`src/hw/ret_pkg.sv`:
```
// constants, types and decode helpers for the subroutine return logic
// Notes on behaviour
// - literal return writes its 8-bit immediate into the working register, then returns.
// - plain return pops one entry, reducing a nonzero return stack depth by one.
// - on return the program counter takes the stack top entry address.
// - return takes two instruction cycles; decode and pop, then an idle refill cycle.
package ret_pkg;

  // ==========================================================================
  // sizes and reset values
  localparam int STACK_LEVELS = 8;
  localparam int PC_WIDTH = 13;
  localparam logic [7:0] W_RESET = 8'h00;
  localparam logic [1:0] PHASE_RESET = 2'h0;

  // ==========================================================================
  // quarter phases of one instruction cycle
  localparam logic [1:0] PH_Q1 = 2'h0;
  localparam logic [1:0] PH_Q2 = 2'h1;
  localparam logic [1:0] PH_Q3 = 2'h2;
  localparam logic [1:0] PH_Q4 = 2'h3;
  localparam int CLOCKS_PER_INSTR = 4;

  // ==========================================================================
  // opcode patterns
  localparam logic [13:0] LIT_RET_MASK = 14'h3c00;
  localparam logic [13:0] LIT_RET_MATCH = 14'h3400;
  localparam logic [13:0] PLAIN_RET_CODE = 14'h0008;
  localparam int LIT_LSB = 0;

  typedef enum logic [1:0] {OP_NONE, OP_LIT, OP_RET} ret_op_t;
  typedef enum logic {ST_RUN, ST_FLUSH} ctl_state_t;

  // results of one retired return, as seen by the core
  typedef struct packed {
    logic w_we;
    logic [7:0] w;
    logic pc_load;
    logic flush;
  } retire_t;

  function automatic logic is_literal_return_op(input logic [13:0] word);
    return (word & LIT_RET_MASK) == LIT_RET_MATCH;
  endfunction

  function automatic logic is_plain_return(input logic [13:0] word);
    return word == PLAIN_RET_CODE;
  endfunction

endpackage

```
`src/hw/qphase_gen.sv`:
```
// quarter-phase divider: one instruction cycle is four clock cycles
module qphase_gen
  import ret_pkg::*;
(
  input wire logic clk,
  input wire logic rst_b,
  output logic [1:0] phase
);

  typedef struct packed {
    logic [1:0] phase;
  } qst_t;

  qst_t st;
  qst_t next_st;

  // ==========================================================================
  // phase counter
  always_comb
  begin
    next_st = st;
    next_st.phase = st.phase + 2'h1;
  end

  always_ff @(posedge clk)
  begin
    if (!rst_b)
    begin
      st.phase <= PHASE_RESET;
    end
    else
    begin
      st <= next_st;
    end
  end

  assign phase = st.phase;

endmodule // qphase_gen

```
`src/hw/subroutine_return_exec.sv`:
```
// execution of the literal return and plain return instructions with the return stack
module subroutine_return_exec
  import ret_pkg::*;
#(
  parameter int DEPTH = STACK_LEVELS,
  parameter int PC_W = PC_WIDTH
)
(
  input wire logic REF_CLK,
  input wire logic RST_B,
  input wire logic INSTR_VALID,
  input wire logic [13:0] INSTR_WORD,
  input wire logic CALL_PUSH,
  input wire logic [PC_W-1:0] CALL_ADDR,
  output logic [1:0] Q_PHASE,
  output logic [7:0] W_DATA,
  output logic W_WE,
  output logic [PC_W-1:0] PC_VALUE,
  output logic PC_LOAD,
  output logic FETCH_FLUSH,
  output logic [$clog2(DEPTH):0] STACK_DEPTH,
  output logic STATUS_WE
);

  localparam int SP_W = $clog2(DEPTH);
  localparam logic [SP_W:0] DEPTH_FULL = (SP_W + 1)'(DEPTH);

  typedef struct packed {
    ctl_state_t state;
    ret_op_t op;
    logic [7:0] lit;
    retire_t ret;
    logic [PC_W-1:0] pc;
    logic [SP_W-1:0] sp;
    logic [SP_W:0] depth;
    logic [DEPTH-1:0][PC_W-1:0] mem;
  } st_t;

  st_t st;
  st_t next_st;
  logic [1:0] q;
  logic [SP_W-1:0] top_idx;
  logic [PC_W-1:0] stack_top_entry;

  // ==========================================================================
  // instruction cycle phases
  qphase_gen u_qphase (
    .clk(REF_CLK),
    .rst_b(RST_B),
    .phase(q)
  );

  assign top_idx = st.sp - 1'b1;
  assign stack_top_entry = st.mem[top_idx];

  // ==========================================================================
  // decode and execute
  always_comb
  begin
    next_st = st;
    next_st.ret.w_we = 1'b0;
    next_st.ret.pc_load = 1'b0;
    case (st.state)
      ST_RUN:
      begin
        if (q == PH_Q1 && INSTR_VALID)
        begin
          if (is_literal_return_op(INSTR_WORD))
          begin
            next_st.op = OP_LIT;
          end
          else if (is_plain_return(INSTR_WORD))
          begin
            next_st.op = OP_RET;
          end
          else
          begin
            next_st.op = OP_NONE;
          end
        end
        if (q == PH_Q2 && st.op == OP_LIT)
        begin
          next_st.lit = INSTR_WORD[LIT_LSB +: 8];
        end
        if (q == PH_Q4 && st.op != OP_NONE)
        begin
          if (st.op == OP_LIT)
          begin
            next_st.ret.w = st.lit;
            next_st.ret.w_we = 1'b1;
          end
          next_st.pc = stack_top_entry;
          next_st.ret.pc_load = 1'b1;
          next_st.sp = top_idx;
          if (st.depth != '0)
          begin
            next_st.depth = st.depth - 1'b1;
          end
          next_st.op = OP_NONE;
          next_st.state = ST_FLUSH;
          next_st.ret.flush = 1'b1;
        end
      end
      ST_FLUSH:
      begin
        // second cycle: word fetched meanwhile is discarded
        if (q == PH_Q4)
        begin
          next_st.state = ST_RUN;
          next_st.ret.flush = 1'b0;
        end
      end
      default:
      begin
        next_st.state = ST_RUN;
        next_st.op = OP_NONE;
        next_st.ret.flush = 1'b0;
      end
    endcase
    // a call from elsewhere in the core pushes only when no return is retiring
    if (q == PH_Q4 && st.op == OP_NONE && CALL_PUSH)
    begin
      next_st.mem[st.sp] = CALL_ADDR;
      next_st.sp = st.sp + 1'b1;
      if (st.depth != DEPTH_FULL)
      begin
        next_st.depth = st.depth + 1'b1;
      end
    end
  end

  always_ff @(posedge REF_CLK)
  begin
    if (!RST_B)
    begin
      st <= '0;
      st.ret.w <= W_RESET;
    end
    else
    begin
      st <= next_st;
    end
  end

  // ==========================================================================
  // outputs
  assign Q_PHASE = q;
  assign W_DATA = st.ret.w;
  assign W_WE = st.ret.w_we;
  assign PC_VALUE = st.pc;
  assign PC_LOAD = st.ret.pc_load;
  assign FETCH_FLUSH = st.ret.flush;
  assign STACK_DEPTH = st.depth;
  assign STATUS_WE = 1'b0;

  // ==========================================================================
  // checks
  logic dec_lit;
  logic dec_ret;
  assign dec_lit = q == PH_Q1 && INSTR_VALID && st.state == ST_RUN
    && is_literal_return_op(INSTR_WORD);
  assign dec_ret = q == PH_Q1 && INSTR_VALID && st.state == ST_RUN
    && is_plain_return(INSTR_WORD);
endmodule // subroutine_return_exec

```
`config.mk`:
```
export PLATFORM = sky130hd
export DESIGN_NAME = subroutine_return_exec
export DESIGN_NICKNAME = d
export VERILOG_FILES = /design/src/hw/ret_pkg.sv /design/src/hw/qphase_gen.sv /design/src/hw/subroutine_return_exec.sv
export SDC_FILE = /design/constraint.sdc
export NUM_CORES = 1
export LEC_CHECK = 0
export ABC_AREA = 0
export ABC_CLOCK_PERIOD_IN_PS = 6400
export BUFFER_PORTS_ARGS = -buffer_cell sky130_fd_sc_hd__buf_2
export CORE_MARGIN = 4
export CORE_UTILIZATION = 63
export CTS_CLUSTER_SIZE = 28
export DETAILED_ROUTE_END_ITERATION = 7
export PLACE_DENSITY = 0.93
export SETUP_SLACK_MARGIN = 0.4
export SLEW_MARGIN = 20
export SYNTH_ARGS = -nofsm -noshare
export SYNTH_HDL_FRONTEND = slang
export SYNTH_SLANG_ARGS = --single-unit
```
`constraint.sdc`:
```
create_clock -name REF_CLK -period 6.4 [get_ports REF_CLK]
set_input_delay 0.64 -clock REF_CLK [delete_from_list [all_inputs] [get_ports REF_CLK]]
set_output_delay 0.64 -clock REF_CLK [all_outputs]
set_load 0.005 [all_outputs]
```
==> impl_metrics.env <==
export IMPL_synth_cell_area_um2=6640
export IMPL_synth_edf_count=0
export IMPL_netlist_top_cells_count="dfxtp_1, nor2_1, mux2i_1, buf_4, mux4_2"
export IMPL_path_class="reg -> reg"
export IMPL_power_density_nw_per_um2=268
export IMPL_grt_use_total=0.276
export IMPL_clock_sinks=148
export IMPL_drt_iter0_markers=423
export IMPL_htreeDepth=4
export IMPL_vias=4862
export IMPL_ys_seq_elements=148
export IMPL_synth_avg_cell_area_um2=10.8
export IMPL_ios=62
export IMPL_clock_skew_ns=0.00732
export IMPL_cp_max_fo=9
export IMPL_hold_end="st[139]"
export IMPL_grt_pass1_wl_um=26800
export IMPL_num_antenna_cells=0
export IMPL_ys_types=49
export IMPL_setup_viol=0
export IMPL_gr_total_overflow=0
export IMPL_vias_per_cell=6.30
export IMPL_ys_seq_area_frac=0.446
export IMPL_cts_root_buffer="clkbuf_8"
export IMPL_finalWirelength_um=16800
export IMPL_setup_tns_ns=0
export IMPL_cts_post_setup_buffers_inserted=0
export IMPL_synth_area_leaders="dfxtp_1, mux2i_1, mux4_2"
export IMPL_period_share=0.440
export IMPL_cp_arrival_ns=3.20
export IMPL_die_y_um=111
export IMPL_routabilityCongestion=0.810
export IMPL_core_um2=10300
export IMPL_insertion_delay_ns=0.54
export IMPL_final_nets=661
export IMPL_grt_max_degree=89
export IMPL_leakage_nw=3.04
export IMPL_cts_resized_gates=0
export IMPL_cts_clk_slew_worst_paths_ns=0.06
export IMPL_num_rows=37
export IMPL_synth_async_reset_ratio=0
export IMPL_yosysMostFrequentCell="dfxtp_1"
export IMPL_cts_tree="yes"
export IMPL_period_minus_slack_ns=2.81
export IMPL_synth_nets=652
export IMPL_r2r_cells=6
export IMPL_drtPass1Iterations=5
export IMPL_yosys_warnings=0
export IMPL_status="complete, no violations"
export IMPL_worst_hold_path_num_cells=3
export IMPL_cap_violations=0
export IMPL_antenna_found_initial=0
export IMPL_cts_buffers_inserted=17
export IMPL_slew_viol_final=0
export IMPL_port_buffer_count=60
export IMPL_cp_required_ns=6.79
export IMPL_tightest_slew_ns=0.885
export IMPL_rsz0062_at_grt="false"
export IMPL_cts_buffer_depth=2
export IMPL_maxSlewHeadroom=0.410
export IMPL_remaining_drc_errors=0
export IMPL_critPathCaptureType="flip-flop"
export IMPL_ir_worst_vdd_mv=0.154
export IMPL_max_freq_mhz=355
export IMPL_crit_path_start_kind="flip-flop"
export IMPL_synth_top_area_frac=0.446
export IMPL_r2r_start="u_qphase.phase[0]"
export IMPL_start_util=0.646
export IMPL_die_area_um2=12200
export IMPL_drive_gt1_frac=0.217
export IMPL_whs_ns=0.354
export IMPL_finalHoldViolCount=0
export IMPL_wl_per_cell_um=21.7
export IMPL_dp_hpwl_um=9690
export IMPL_yosys_area_top_type="dfxtp_1"
export IMPL_hp_class="in -> reg"
export IMPL_synth_cells=614
export IMPL_rrSetupSlack_ns=3.59
export IMPL_areaGrowthSynthToFinish_pct=9.14
export IMPL_cts_hold_repair_buffers=0
export IMPL_die_w_um=111
export IMPL_ys_flop_type="dfxtp_1"
export IMPL_hold_path_startpoint="INSTR_WORD[4]"
export IMPL_grt_pass1_vias=4982
export IMPL_ant_nets=0
how the worst max path moves through the flow:
stage | startpoint | end | slack [ns] | depth (start not counted)
after floorplan | st[108] | PC_VALUE[10] | 4.17 | 8
after CTS | u_qphase.phase[0] | flip-flop | 3.67 | 5
after detailed placement | CALL_PUSH | flip-flop | 3.75 | 5
after global placement | st[109] | PC_VALUE[4] | 3.68 | 5
final | u_qphase.phase[0] | flip-flop | 3.59 | 6
after global routing | u_qphase.phase[0] | flip-flop | 3.46 | 5
routing by layer:
layer | vias to the layer above | track usage | share of wire
met4 | 0 | 0.163 | 0.047
met1 | 2369 | 0.333 | 0.39
met5 | - | 0 | 0
met3 | 87 | 0.0666 | 0.077
met2 | 270 | 0.448 | 0.49
li1 | 2136 | - | -
layout make-up:
| type | instances | area (um^2) |
|---|---|---|
| fillers | 639 | 3030 |
| clock buffers | 19 | 422 |
| multi-input cells | 377 | 3150 |
| flip-flops and latches | 148 | 2960 |
| repair buffers | 67 | 353 |
| clock inverters | 13 | 129 |
| inverters | 12 | 53.8 |
| well taps | 136 | 170 |
logic make-up after synthesis:
group | synth area share
simple gates | 0.133
flops | 0.446
mux | 0.272
buf+inv | 0.0835
compound gates | 0.0467
fa+ha+maj | 0.0132
xor+xnor | 0.00396
other cells | 0.000565
power breakdown:
| part | leakage [nW] | internal [W] | total [W] | switching [W] |
|---|---|---|---|---|
| Combinational | 1.59 | 0.0000284 | 0.0000816 | 0.0000532 |
| Clock | 0.257 | 0.000522 | 0.000933 | 0.000411 |
| Sequential | 1.19 | 0.000925 | 0.000930 | 0.00000468 |
| Total | 3.04 | 0.00148 | 0.00194 | 0.000469 |
critical path, stage by stage, from the launching register on:
cell and delay [ns]:
dfxtp_1 0.40, ha_1 0.34, nand4bb_1 0.53, nor4_4 0.66, buf_4 0.37, mux2i_1 0.28
nor2_1 0.08
placed cells by master, fill, tap and decap left out, drive strengths merged, types with 6 or more instances in the layout:
master	Yosys	layout
ha	7	7
a21oi	9	9
nand2	7	7
nor4	7	7
nor2b	14	14
dfxtp	148	148
nor2	128	128
buf	58	67
nand4	7	7
a221o	13	13
clkinv	0	6
mux2i	121	121
mux4	26	26
inv	12	14
clkbuf	19	19
metrics by stage:
stage / std cells / util / setup slack (ns) / instance area, um^2 / total power [W]
5_1_grt: 772 / 0.705 / 3.46 / 7250 / 0.00200
4_1_cts: 772 / 0.703 / 3.67 / 7230 / 0.00194
3_3_place_gp: 740 / 0.650 / 3.68 / 6680 / 0.00102
6_report: 772 / 0.705 / 3.59 / 7250 / 0.00194
2_1_floorplan: 614 / - / 4.17 / 6640 / 0.00101
3_5_place_dp: 740 / 0.650 / 3.75 / 6680 / 0.00103
Note: power is estimated with default switching activity, not from simulation.
